`src/hdl/autobaud_defs.svh`:
```
// Contract
// Measure in 8-bit async and LIN; LIN arms each packet; enable bit async only.
// DALI ignores the enable bit; software writes the divisor for 1200 baud.
// During measurement receive edges time the baud generator; pattern is 55h.
// In 8-bit async, enable bit arms; first falling edge after it starts.
// Receiver state machine held idle for the whole measurement.
// First falling edge starts the counter upward from zero on measurement clock.
// Fifth falling edge loads count into divisor, clears enable, sets done flag.
// Software clears the done flag; hardware never clears it.
// Receive-idle goes low at first falling edge, high at fifth rising edge.
// Speed select 1 gives Fosc/4 and Fosc/32; 0 gives Fosc/16 and Fosc/128.
// During measurement the generator is a 16-bit counter at base clock/8.
// Visible divisor keeps old value until measurement completes.
// With wake-on-break set, skip the break and measure the next byte.
// Software checks the incoming rate is measurable with the chosen clock.
`ifndef AUTOBAUD_DEFS_SVH
`define AUTOBAUD_DEFS_SVH

`define ABD_OFS_CTRL    8'h00
`define ABD_OFS_STATUS  8'h04
`define ABD_OFS_DIVISOR 8'h08

`define CTRL_ENABLE   0
`define CTRL_WAKE     1
`define CTRL_SPEED    2
`define CTRL_MODE_LSB 4
`define CTRL_MODE_MSB 5

`define STAT_DONE 0
`define STAT_IDLE 1
`define STAT_MEAS 2

`define DIVISOR_RESET 16'h0000
`define COUNT_W       16
`define ABD_DIV_FAST  32
`define ABD_DIV_SLOW  128
`define SYNC_EDGES    3'h5

`endif

```
`src/hdl/autobaud_pkg.sv`:
```
package autobaud_pkg;
	typedef enum logic [1:0] {
		MODE_ASYNC8 = 2'h0,
		MODE_LIN    = 2'h1,
		MODE_DALI   = 2'h2,
		MODE_OTHER  = 2'h3
	} uart_mode_t;

	typedef enum logic [2:0] {
		ST_IDLE     = 3'h0,
		ST_ARMED    = 3'h1,
		ST_COUNT    = 3'h3,
		ST_BRK_WAIT = 3'h4,
		ST_BRK_LOW  = 3'h5
	} abd_state_t;
endpackage : autobaud_pkg

```
`src/hdl/abd_tick_if.sv`:
```
`timescale 1ns/1ps
interface abd_tick_if;
	logic run;
	logic fast;
	logic tick;
	modport src  (input run, input fast, output tick);
	modport user (output run, output fast, input tick);
endinterface : abd_tick_if

```
`src/hdl/abd_tick_div.sv`:
```
`timescale 1ns/1ps
`include "autobaud_defs.svh"
module abd_tick_div #(
	parameter int DIV_FAST = `ABD_DIV_FAST,
	parameter int DIV_SLOW = `ABD_DIV_SLOW
) (
	// System
	input wire logic clock,
	input wire logic arst_n,
	// Tick towards the measurement counter
	abd_tick_if.src  tk
);
	logic [7:0] cnt_ff;
	logic [7:0] lim;

	// prescale select
	assign lim = tk.fast ? 8'(DIV_FAST - 1) : 8'(DIV_SLOW - 1);

	// Restart from zero with each run so the first period is whole
	always_ff @(posedge clock or negedge arst_n) begin
		if (!arst_n) begin
			cnt_ff <= 8'h00;
		end else if (!tk.run || cnt_ff == lim) begin
			cnt_ff <= 8'h00;
		end else begin
			cnt_ff <= cnt_ff + 8'h01;
		end
	end

	// one tick per eight base clocks
	always_ff @(posedge clock or negedge arst_n) begin
		if (!arst_n) begin
			tk.tick <= 1'b0;
		end else begin
			tk.tick <= tk.run && cnt_ff == lim;
		end
	end
endmodule : abd_tick_div

```
`src/hdl/uart_autobaud_detect.sv`:
```
// Our own choices: the address map and the AHB-Lite slave port.
`timescale 1ns/1ps
`include "autobaud_defs.svh"
module uart_autobaud_detect #(
	parameter int COUNT_W = `COUNT_W
) (
	// System
	input  wire logic                    clock,
	input  wire logic                    arst_n,
	// AHB-Lite slave
	input  wire logic                    hsel,
	input  wire logic [31:0]             haddr,
	input  wire logic [1:0]              htrans,
	input  wire logic                    hwrite,
	input  wire logic [2:0]              hsize,
	input  wire logic [31:0]             hwdata,
	input  wire logic                    hready,
	output logic      [31:0]             hrdata,
	output logic                         hreadyout,
	output logic                         hresp,
	// Receive line and LIN framing
	input  wire logic                    rx,
	input  wire logic                    lin_packet_start,
	// Towards the receiver
	output logic                         receiver_hold,
	output logic                         receive_idle_status,
	output logic                         autobaud_measurement,
	output logic      [COUNT_W-1:0]      baud_divisor,
	output autobaud_pkg::uart_mode_t     uart_mode,
	output logic                         baud_speed_select
);
	import autobaud_pkg::*;

	abd_state_t          state_ff;
	abd_state_t          nxt_state;
	uart_mode_t          mode_ff;
	logic                enable_ff;
	logic                wake_ff;
	logic                speed_ff;
	logic                done_ff;
	logic                idle_ff;
	logic                rx_q_ff;
	logic [2:0]          fall_cnt_ff;
	logic [2:0]          rise_cnt_ff;
	logic [COUNT_W-1:0]  count_ff;
	logic [COUNT_W-1:0]  divisor_ff;
	logic                wr_pend_ff;
	logic [7:0]          addr_ff;
	logic [31:0]         rdata_ff;
	logic                take;
	logic                wr_ctrl;
	logic                wr_stat;
	logic                wr_div;
	logic                fall;
	logic                rise;
	logic                sw_arm;
	logic                lin_arm;
	logic                abort;
	logic                start;
	logic                load;

	abd_tick_if tk ();

	abd_tick_div u_div (
		.clock  (clock),
		.arst_n (arst_n),
		.tk     (tk.src)
	);

	// the receive edges gate the counter clock
	assign tk.run  = state_ff == ST_COUNT;
	assign tk.fast = speed_ff;

	// Bus slave: never stalls, always OKAY
	assign hreadyout = 1'b1;
	assign hresp     = 1'b0;
	assign hrdata    = rdata_ff;
	assign take      = hsel && hready && htrans[1];

	function automatic logic [31:0] read_reg(input logic [7:0] a);
		logic [31:0] r;
		r = 32'h0000_0000;
		unique case (a)
			`ABD_OFS_CTRL: begin
				r[`CTRL_ENABLE] = enable_ff;
				r[`CTRL_WAKE]   = wake_ff;
				r[`CTRL_SPEED]  = speed_ff;
				r[`CTRL_MODE_MSB:`CTRL_MODE_LSB] = mode_ff;
			end
			`ABD_OFS_STATUS: begin
				r[`STAT_DONE] = done_ff;
				r[`STAT_IDLE] = idle_ff;
				r[`STAT_MEAS] = state_ff != ST_IDLE;
			end
			`ABD_OFS_DIVISOR: begin
				r[COUNT_W-1:0] = divisor_ff;
			end
			default: begin
				r = 32'h0000_0000;
			end
		endcase
		return r;
	endfunction : read_reg

	always_ff @(posedge clock or negedge arst_n) begin
		if (!arst_n) begin
			wr_pend_ff <= 1'b0;
			addr_ff    <= 8'h00;
		end else begin
			wr_pend_ff <= take && hwrite;
			if (take) begin
				addr_ff <= haddr[7:0];
			end
		end
	end

	// Read data is sampled in the address phase; a write in the
	// immediately preceding data phase is not yet visible
	always_ff @(posedge clock or negedge arst_n) begin
		if (!arst_n) begin
			rdata_ff <= 32'h0000_0000;
		end else if (take && !hwrite) begin
			rdata_ff <= read_reg(haddr[7:0]);
		end
	end

	assign wr_ctrl = wr_pend_ff && addr_ff == `ABD_OFS_CTRL;
	assign wr_stat = wr_pend_ff && addr_ff == `ABD_OFS_STATUS;
	assign wr_div  = wr_pend_ff && addr_ff == `ABD_OFS_DIVISOR;

	// Inputs are synchronous; one register gives the edges
	always_ff @(posedge clock or negedge arst_n) begin
		if (!arst_n) begin
			rx_q_ff <= 1'b1;
		end else begin
			rx_q_ff <= rx;
		end
	end

	assign fall = rx_q_ff && !rx;
	assign rise = !rx_q_ff && rx;

	// enable bit only counts in 8-bit async
	assign sw_arm  = mode_ff == MODE_ASYNC8 && enable_ff;
	// LIN measures every packet unasked
	assign lin_arm = mode_ff == MODE_LIN && lin_packet_start;
	// Outside LIN mode, a clear enable or any mode but 8-bit async abandons a sequence
	assign abort   = mode_ff == MODE_LIN ? 1'b0 : !sw_arm;
	assign start   = state_ff == ST_ARMED && fall;
	// fifth falling edge ends the count
	assign load    = state_ff == ST_COUNT && fall && fall_cnt_ff == 3'(`SYNC_EDGES - 3'h1);

	always_comb begin
		nxt_state = state_ff;
		unique case (state_ff)
			ST_IDLE: begin
				// async arms from the enable bit
				if (sw_arm) begin
					// skip a break first
					nxt_state = wake_ff ? ST_BRK_WAIT : ST_ARMED;
				end else if (lin_arm) begin
					nxt_state = ST_ARMED;
				end
			end
			ST_BRK_WAIT: begin
				if (fall) begin
					nxt_state = ST_BRK_LOW;
				end
			end
			ST_BRK_LOW: begin
				if (rise) begin
					nxt_state = ST_ARMED;
				end
			end
			ST_ARMED: begin
				if (fall) begin
					nxt_state = ST_COUNT;
				end
			end
			ST_COUNT: begin
				if (load) begin
					nxt_state = ST_IDLE;
				end
			end
			default: begin
				nxt_state = ST_IDLE;
			end
		endcase
		if (state_ff != ST_IDLE && abort) begin
			nxt_state = ST_IDLE;
		end
	end

	always_ff @(posedge clock or negedge arst_n) begin
		if (!arst_n) begin
			state_ff <= ST_IDLE;
		end else begin
			state_ff <= nxt_state;
		end
	end

	// receiver held idle throughout
	assign receiver_hold        = state_ff != ST_IDLE;
	assign autobaud_measurement = state_ff != ST_IDLE;

	always_ff @(posedge clock or negedge arst_n) begin
		if (!arst_n) begin
			fall_cnt_ff <= 3'h0;
		end else if (start) begin
			fall_cnt_ff <= 3'h1;
		end else if (state_ff == ST_COUNT && fall) begin
			fall_cnt_ff <= fall_cnt_ff + 3'h1;
		end
	end

	// count from zero on the first falling edge
	always_ff @(posedge clock or negedge arst_n) begin
		if (!arst_n) begin
			count_ff <= '0;
		end else if (start) begin
			count_ff <= '0;
		end else if (state_ff == ST_COUNT && tk.tick) begin
			// internal 16-bit counter; overrange wraps
			count_ff <= count_ff + COUNT_W'(1);
		end
	end

	// visible divisor changes only on completion or by software
	always_ff @(posedge clock or negedge arst_n) begin
		if (!arst_n) begin
			divisor_ff <= `DIVISOR_RESET;
		end else if (load) begin
			// average bit time into divisor
			divisor_ff <= count_ff;
		end else if (wr_div) begin
			// manual divisor for DALI
			divisor_ff <= hwdata[COUNT_W-1:0];
		end
	end

	assign baud_divisor = divisor_ff;

	always_ff @(posedge clock or negedge arst_n) begin
		if (!arst_n) begin
			wake_ff  <= 1'b0;
			speed_ff <= 1'b0;
			mode_ff  <= MODE_ASYNC8;
		end else if (wr_ctrl) begin
			wake_ff  <= hwdata[`CTRL_WAKE];
			speed_ff <= hwdata[`CTRL_SPEED];
			mode_ff  <= uart_mode_t'(hwdata[`CTRL_MODE_MSB:`CTRL_MODE_LSB]);
		end
	end

	assign uart_mode         = mode_ff;
	assign baud_speed_select = speed_ff;

	// Software write to the enable takes precedence over the auto clear
	always_ff @(posedge clock or negedge arst_n) begin
		if (!arst_n) begin
			enable_ff <= 1'b0;
		end else if (wr_ctrl) begin
			enable_ff <= hwdata[`CTRL_ENABLE];
		end else if (load) begin
			// enable clears itself
			enable_ff <= 1'b0;
		end
	end

	// only a software write of one clears; a new set wins
	always_ff @(posedge clock or negedge arst_n) begin
		if (!arst_n) begin
			done_ff <= 1'b0;
		end else if (load) begin
			done_ff <= 1'b1;
		end else if (wr_stat && hwdata[`STAT_DONE]) begin
			done_ff <= 1'b0;
		end
	end

	// idle low from first fall to fifth rise
	always_ff @(posedge clock or negedge arst_n) begin
		if (!arst_n) begin
			idle_ff     <= 1'b1;
			rise_cnt_ff <= 3'h0;
		end else if (start) begin
			idle_ff     <= 1'b0;
			rise_cnt_ff <= 3'h0;
		end else if (state_ff != ST_IDLE && abort) begin
			idle_ff     <= 1'b1;
		end else if (!idle_ff && rise) begin
			rise_cnt_ff <= rise_cnt_ff + 3'h1;
			if (rise_cnt_ff == 3'(`SYNC_EDGES - 3'h1)) begin
				idle_ff <= 1'b1;
			end
		end
	end

	assign receive_idle_status = idle_ff;
endmodule : uart_autobaud_detect

```
`config.mk`:
```
export PLATFORM = sky130hd
export DESIGN_NAME = uart_autobaud_detect
export DESIGN_NICKNAME = d
export VERILOG_FILES = /design/src/hdl/autobaud_pkg.sv /design/src/hdl/abd_tick_if.sv /design/src/hdl/abd_tick_div.sv /design/src/hdl/uart_autobaud_detect.sv
export VERILOG_INCLUDE_DIRS = /design/src /design/src/hdl
export SDC_FILE = /design/constraint.sdc
export NUM_CORES = 1
export LEC_CHECK = 0
export BUFFER_PORTS_ARGS = -buffer_cell sky130_fd_sc_hd__buf_2
export CAP_MARGIN = 20
export CORE_UTILIZATION = 50
export CTS_CLUSTER_DIAMETER = 150
export DETAILED_ROUTE_END_ITERATION = 10
export GPL_ROUTABILITY_DRIVEN = 0
export PLACE_DENSITY = 0.79
export SLEW_MARGIN = 20
export SYNTH_ARGS = -nofsm -noshare
export SYNTH_HDL_FRONTEND = slang
export SYNTH_SLANG_ARGS = --single-unit
```
`constraint.sdc`:
```
create_clock -name clock -period 3.7 [get_ports clock]
set_input_delay 0.74 -clock clock [delete_from_list [all_inputs] [get_ports clock]]
set_output_delay 0.74 -clock clock [all_outputs]
set_load 0.005 [all_outputs]
```
==> impl_metrics.csv, run 1 <==
group,metric,value,unit
run_status,status,"finished, final reports clean",
placed_design,dpl.cell_count,540,
finish,final_common_cell,"dfrtp_1",
power,comb_power_share,14.9,%
critical_path,reg2reg_slack,1.36,ns
sta,fin_tns_setup,0,ns
yosys,ys.flop_type,"dfrtp_1",
finish,fin_cells,556,
power,power.share.sequential,52.6,%
yosys,synth_compound_area_share,10.67,%
power,internal-power,0.001422,W
critical_path,crit_chain,"buf_2 -> or4_1 -> or4_4 -> nor3b_2 -> a22o_1",
critical_path,critPathRequiredTime,3.98,ns
yosys,synth_simple_gate_area_share,19.52,%
finish,multi_input_area,1712,sq um
critical_path,r2r_end,"baud_divisor[6]$_DFFE_PN0P_",
critical_path,crit_path_start,"haddr[1]",
yosys,ys_seq_area_share,52.15,%
cts,numCtsBuffers,9,
yosys,synth.area.mux_share,4.644,%
floorplan,start_util,51.60,%
cts,clk_latency,0.35,ns
critical_path,cp_slowest_cell,"nor3b_2",
finish,final_cell_mix,"dfrtp_1 (81), buf_2 (68), nor2_1 (61), nand2_1 (33), conb_1 (18)",
critical_path,path_buf_inv,1,
power,p_sw,0.0005570,W
sta,fin_ws,1.305,ns
routing,drc,0,
power,power,0.001979,W
critical_path,r2r_start,"rx_q_ff$_DFF_PN1_",
critical_path,cpLargestDelayFamily,"simple AND/OR/NAND/NOR gates",
cts,ctsHoldBuffers,0,
yosys,ys_ff_latch,83,
yosys,synth_fa_ha_area_share,1.883,%
floorplan,rows,32,
routing,viasPerCell,5.324,
cts,clockBufferDepth,2,
yosys,avgSynthCellArea,10.30,sq um
cts,cts_tree,"yes",
sta,skew,0.01102,ns
yosys,postSynthCellCount,387,
critical_path,critical_path_class,"input pin to flop",
placed_design,pre_cts_ws,0.9909,ns
global_routing,grt.total_usage,19.44,%
cts,cts.sinks,83,
critical_path,worstPathArrival,2.68,ns
finish,fillers,635,
yosys,syn-cell-area,3988,sq um
floorplan,dieWidth,91.31,microns
global_routing,grt_antenna_before_repair,0,
finish,area_growth,12.90,%
floorplan,die_height,91.31,microns
placed_design,dp_hpwl,5382,microns
global_routing,grt_max_degree,84,
critical_path,crit_fanout,11,
power,swShare,28.14,%
global_routing,first_global_vias,2688,
hold_path,worstHoldPathType,"input pin to async pin",
yosys,yosys_warnings,0,
yosys,synthXorXnorAreaFrac,4.393,%
routing,dr.first_iter.drc_count,205,
floorplan,die-area,8337,sq um
routing,ant_nets,0,
cts,cts_setup_buffers,0,
placed_design,numPortBuffers,69,
sta,rsz0062_at_grt,"no",
finish,drive_above_1_share,24.45,%
routing,num_vias,2960,
finish,final-seq-area,2079,sq um
critical_path,critPathCaptureType,"flop",
floorplan,top_level_ports,132,
finish,utilization,58.26,%
cts,htree_levels,3,
power,p_leak,2.175,nW
sta,fmax,417.6,MHz
yosys,synth_edf_count,0,
sta,fin_crit,2.395,ns
cts,clkTransAtPathRegs,0.09,ns
critical_path,critPathMaxStageDelay,0.63,ns
cts,cts_root_buf,"clkbuf_8",
sta,tightest_slew,0.8160,ns
finish,diodes,0,
sta,drv_slew,0,
cts,ctsResizeCount,0,
sta,finalSetupViolCount,0,
global_routing,grt_overflow,0,
yosys,ys_types,56,
sta,fin_crit_sh,64.72,%
power,clockPowerShare,32.5,%
power,irDropWorstVdd,0.2468,mV
yosys,synthArstFlopShare,100.0,%
sta,max_slew_margin,45.59,%
yosys,synth_top_family_by_area,"simple AND/OR/NAND/NOR gates",
sta,hold_viol_final,0,
routing,dr.pass1.iters,4,
floorplan,core,7727,sq um
routing,postRouteWirelength,7755,microns
routing,wl_per_cell,13.95,microns
critical_path,critPathLaunchType,"input pin",
critical_path,r2r_cells,5,
finish,nNetsFinal,531,
global_routing,grt_pass1_wl,12840,microns
flow_run,maxCapViolCount,0,
power,pwr_density_cell,439.7,nW/um^2
flip-flops by register name, summed over array words and instances, names as in the netlist:
signal / count
state_ff: 3
rx_q_ff: 1
wr_pend_ff: 1
addr_ff: 8
uart_mode: 2
wake_ff: 1
u_div.tk.tick: 1
receive_idle_status: 1
enable_ff: 1
hrdata: 16
baud_divisor: 16
rise_cnt_ff: 3
count_ff: 16
fall_cnt_ff: 3
baud_speed_select: 1
done_ff: 1
u_div.cnt_ff: 8
power by group through the flow:
stage | combinational [W] | clock [W] | sequential, W
after floorplan | 0.000217 | 0 | 0.00103
after global placement | 0.000281 | 0 | 0.00105
after detailed placement | 0.000291 | 0 | 0.00106
after CTS | 0.000297 | 0.000654 | 0.00104
after global routing | 0.000330 | 0.000691 | 0.00105
final | 0.000294 | 0.000643 | 0.00104
cell families (layout without fill, tap and decap cells):
family / count (synthesis) / after routing
and+or+nand+nor: 154 / 154
DFF: 83 / 83
AOI/OAI and AO/OA: 62 / 62
buffers and inverters: 43 / 94
xor gates and xnor gates: 20 / 20
muxes: 17 / 17
adders and majority gates: 6 / 6
other: 2 / 18
synthesized netlist by cell type (5+ instances only):
master / count / area (sq um)
dfrtp_1: 81 / 2027
nor2_1: 61 / 229.0
nand2_1: 33 / 123.9
buf_4: 21 / 157.7
a22o_1: 12 / 105.1
mux2_2: 12 / 135.1
o22ai_1: 12 / 75.07
xor2_1: 12 / 105.1
a21oi_1: 11 / 55.05
o21ai_0: 10 / 50.05
nand3_1: 9 / 45.04
inv_1: 8 / 30.03
nor3_1: 8 / 40.04
xnor2_1: 8 / 70.07
clkbuf_1: 7 / 26.28
ha_1: 6 / 75.07
a31oi_1: 5 / 31.28
buf_2: 5 / 25.02
mux2i_1: 5 / 50.05
stage by stage:
stage,hold WS [ns],area (sq um)
after detailed placement,0.4687,4304
after floorplan,0.4444,4048
final,0.4197,4502
after global routing,0.4905,4502
after CTS,0.4857,4498
after global placement,0.4651,4304
worst reg2reg max path, delay by kind of cell (launching register included):
family | cells | cell delay (ns)
compound gates | 2 | 0.61
flops | 1 | 0.57
simple gates | 3 | 1.08
area by class of cell:
class	instances	share of cell area [%]
Clock buffer	11	2.918
Timing Repair Buffer	70	7.977
Tap cell	102	2.835
Clock inverter	5	1.390
Multi-Input combinational cell	277	38.02
Sequential cell	83	46.19
Inverter	8	0.6670
how the worst max path moves through the flow:
stage | cells after the start | slack (ns) | end
after floorplan | 5 | 1.47 | hrdata[10]$_DFFE_PN0P_
after global placement | 5 | 1.02 | hrdata[9]$_DFFE_PN0P_
after detailed placement | 5 | 0.99 | hrdata[12]$_DFFE_PN0P_
after CTS | 5 | 1.32 | hrdata[6]$_DFFE_PN0P_
after global routing | 5 | 1.18 | baud_divisor[3]$_DFFE_PN0P_
final | 5 | 1.31 | hrdata[6]$_DFFE_PN0P_
per-layer routing:
layer,wire length [microns],vias to the layer above,track usage [%]
met1,3469,1432,25.91
met2,3746,82,31.69
met5,0,-,0
met3,472,6,3.853
li1,-,1440,-
met4,66,0,6.878
No activity file was read; power rests on OpenSTA's default activity.
==> run 2, diff against run 1 <==
Clock period 3.7 ns to 2.3 ns, I/O delays scaled along.
==> run 2 against run 1 <==
Compared with the run above:
- clock power up 79%
- total power up 67%
- register-to-register slack worse by 1.1 ns
- worst setup slack worse by 1.1 ns
- final cell count up 1.1%
- sequential share of layout area down 0.86 points
- global-route usage up 1.1 points
- via count up 1.7%
- count of clock-buffer cells in the layout unchanged
- largest power group unchanged
==> impl_metrics.csv, run 2 (synthesis results as in run 1) <==
group,metric,value,unit
sta,timing.hold.ws,0.04611,ns
sta,fin_crit,2.065,ns
sta,fmax,484.2,MHz
routing,postRouteWirelength,8183,microns
floorplan,start_util,51.60,%
floorplan,die-area,8337,sq um
power,swShare,27.29,%
routing,drc,0,
global_routing,grt_max_degree,51,
power,pwr_density_cell,722.2,nW/um^2
finish,fin_area,4587,sq um
critical_path,cp_slowest_cell,"dfstp_2",
critical_path,crit_fanout,8,
floorplan,core,7727,sq um
cts,clockBufferDepth,2,
floorplan,die_height,91.31,microns
sta,drv_slew,0,
critical_path,path_buf_inv,0,
critical_path,worstPathArrival,2.31,ns
placed_design,numPortBuffers,69,
cts,clkTransAtPathRegs,0.09,ns
routing,viasPerCell,5.358,
cts,numCtsBuffers,9,
routing,ant_nets,0,
global_routing,grt_overflow,0,
sta,fin_tns_setup,0,ns
cts,cts_root_buf,"clkbuf_8",
finish,final_common_cell,"dfrtp_1",
power,comb_power_share,14.8,%
floorplan,top_level_ports,132,
finish,fillers,642,
placed_design,dpl_cell_area,4362,sq um
run_status,status,"finished, final reports clean",
global_routing,grt.total_usage,20.49,%
sta,finalSetupViolCount,0,
critical_path,critPathRequiredTime,2.54,ns
finish,drive_above_1_share,25.43,%
cts,cts.sinks,83,
finish,final_cell_mix,"dfrtp_1 (81), buf_2 (68), nor2_1 (61), nand2_1 (33), conb_1 (18)",
hold_path,worstHoldPathType,"input pin to async pin",
sta,hold_viol_final,0,
cts,cts_tree,"yes",
routing,dr.pass1.iters,4,
finish,area_growth,15.03,%
floorplan,dieWidth,91.31,microns
critical_path,critical_path_class,"flop to flop",
sta,max_slew_margin,62.57,%
global_routing,first_global_vias,2837,
critical_path,critPathLaunchType,"flop",
power,p_sw,0.0009041,W
flow_run,maxCapViolCount,0,
finish,diodes,0,
routing,wl_per_cell,14.56,microns
finish,final-seq-area,2079,sq um
finish,multi_input_area,1719,sq um
sta,tightest_slew,0.5593,ns
global_routing,grt_pass1_wl,13470,microns
finish,nNetsFinal,537,
placed_design,dp_hpwl,5838,microns
cts,htree_levels,3,
floorplan,rows,32,
sta,skew,0.01182,ns
power,clockPowerShare,34.6,%
critical_path,critPathMaxStageDelay,0.57,ns
sta,fin_crit_sh,89.80,%
critical_path,cpLargestDelayFamily,"simple AND/OR/NAND/NOR gates",
cts,clk_latency,0.35,ns
critical_path,critPathCaptureType,"flop",
critical_path,crit_chain,"or3b_1 -> nor2_4 -> nor3_1 -> or2_0 -> o32a_1",
routing,dr.first_iter.drc_count,128,
routing,num_vias,3011,
power,internal-power,0.002409,W
power,power.share.sequential,50.6,%
power,irDropWorstVdd,0.3447,mV
global_routing,grt_antenna_before_repair,0,
sta,rsz0062_at_grt,"no",
power,p_leak,2.228,nW
cts,ctsHoldBuffers,0,
-- run 2: power groups by stage --
| stage | Sequential, W | Clock, W | Combinational, W |
|---|---|---|---|
| finish | 0.00168 | 0.00115 | 0.000489 |
| global placement | 0.00169 | 0 | 0.000461 |
| global route | 0.00169 | 0.00123 | 0.000542 |
| CTS | 0.00168 | 0.00118 | 0.000490 |
| detailed placement | 0.00170 | 0 | 0.000485 |
| floorplan | 0.00166 | 0 | 0.000350 |
-- run 2: path summary, 6_finish.rpt --
| check | start | to | slack, ns | cells past startpoint |
|---|---|---|---|---|
| worst min-delay path | arst_n | baud_divisor[5]$_DFFE_PN0P_ | 0.05 | 1 |
| worst min register to register | hrdata[4]$_DFFE_PN0P_ | hrdata[4]$_DFFE_PN0P_ | 0.48 | 2 |
| worst max register to register | rx_q_ff$_DFF_PN1_ | state_ff[2]$_DFFE_PN0P_ | 0.23 | 5 |
| max in group asynchronous | arst_n | count_ff[15]$_DFFE_PN0P_ | 1.64 | 2 |
| min in group clock | rx | rx_q_ff$_DFF_PN1_ | 0.24 | 1 |
| worst max-delay path | rx_q_ff$_DFF_PN1_ | state_ff[2]$_DFFE_PN0P_ | 0.23 | 5 |
-- run 2: final cells by class --
class	count	area share (%)
clock buffers	11	2.864
clock inverters	5	1.882
inverters	8	0.6547
multi-input cells	277	37.48
flip-flops and latches	83	45.34
well taps	102	2.782
repair buffers	76	9.002
-- run 2: timing repair --
item / in CTS / in global routing
gates resized for setup: 0 / 1
endpoints found under the hold margin: 0 / 0
endpoints found under the setup margin: 0 / 4
setup buffers: 0 / 0
-- run 2: metal layers --
metal	vias up	wire (microns)	track usage (%)
met4	0	81	5.952
li1	1453	-	-
met2	73	4082	34.47
met5	-	0	0
met1	1477	3660	26.33
met3	8	358	4.941
-- run 2: per-stage QoR --
stage                     util [%]  power, W  setup WS (ns)  std cells
final                        59.36  0.003313         0.2346        562
after global routing         59.36  0.003458        0.07131        562
after CTS                    59.26  0.003340         0.2129        562
after detailed placement     56.44  0.002188         0.1364        546
after global placement       56.44  0.002155         0.1870        546
after floorplan                  -  0.002007         0.3527        403
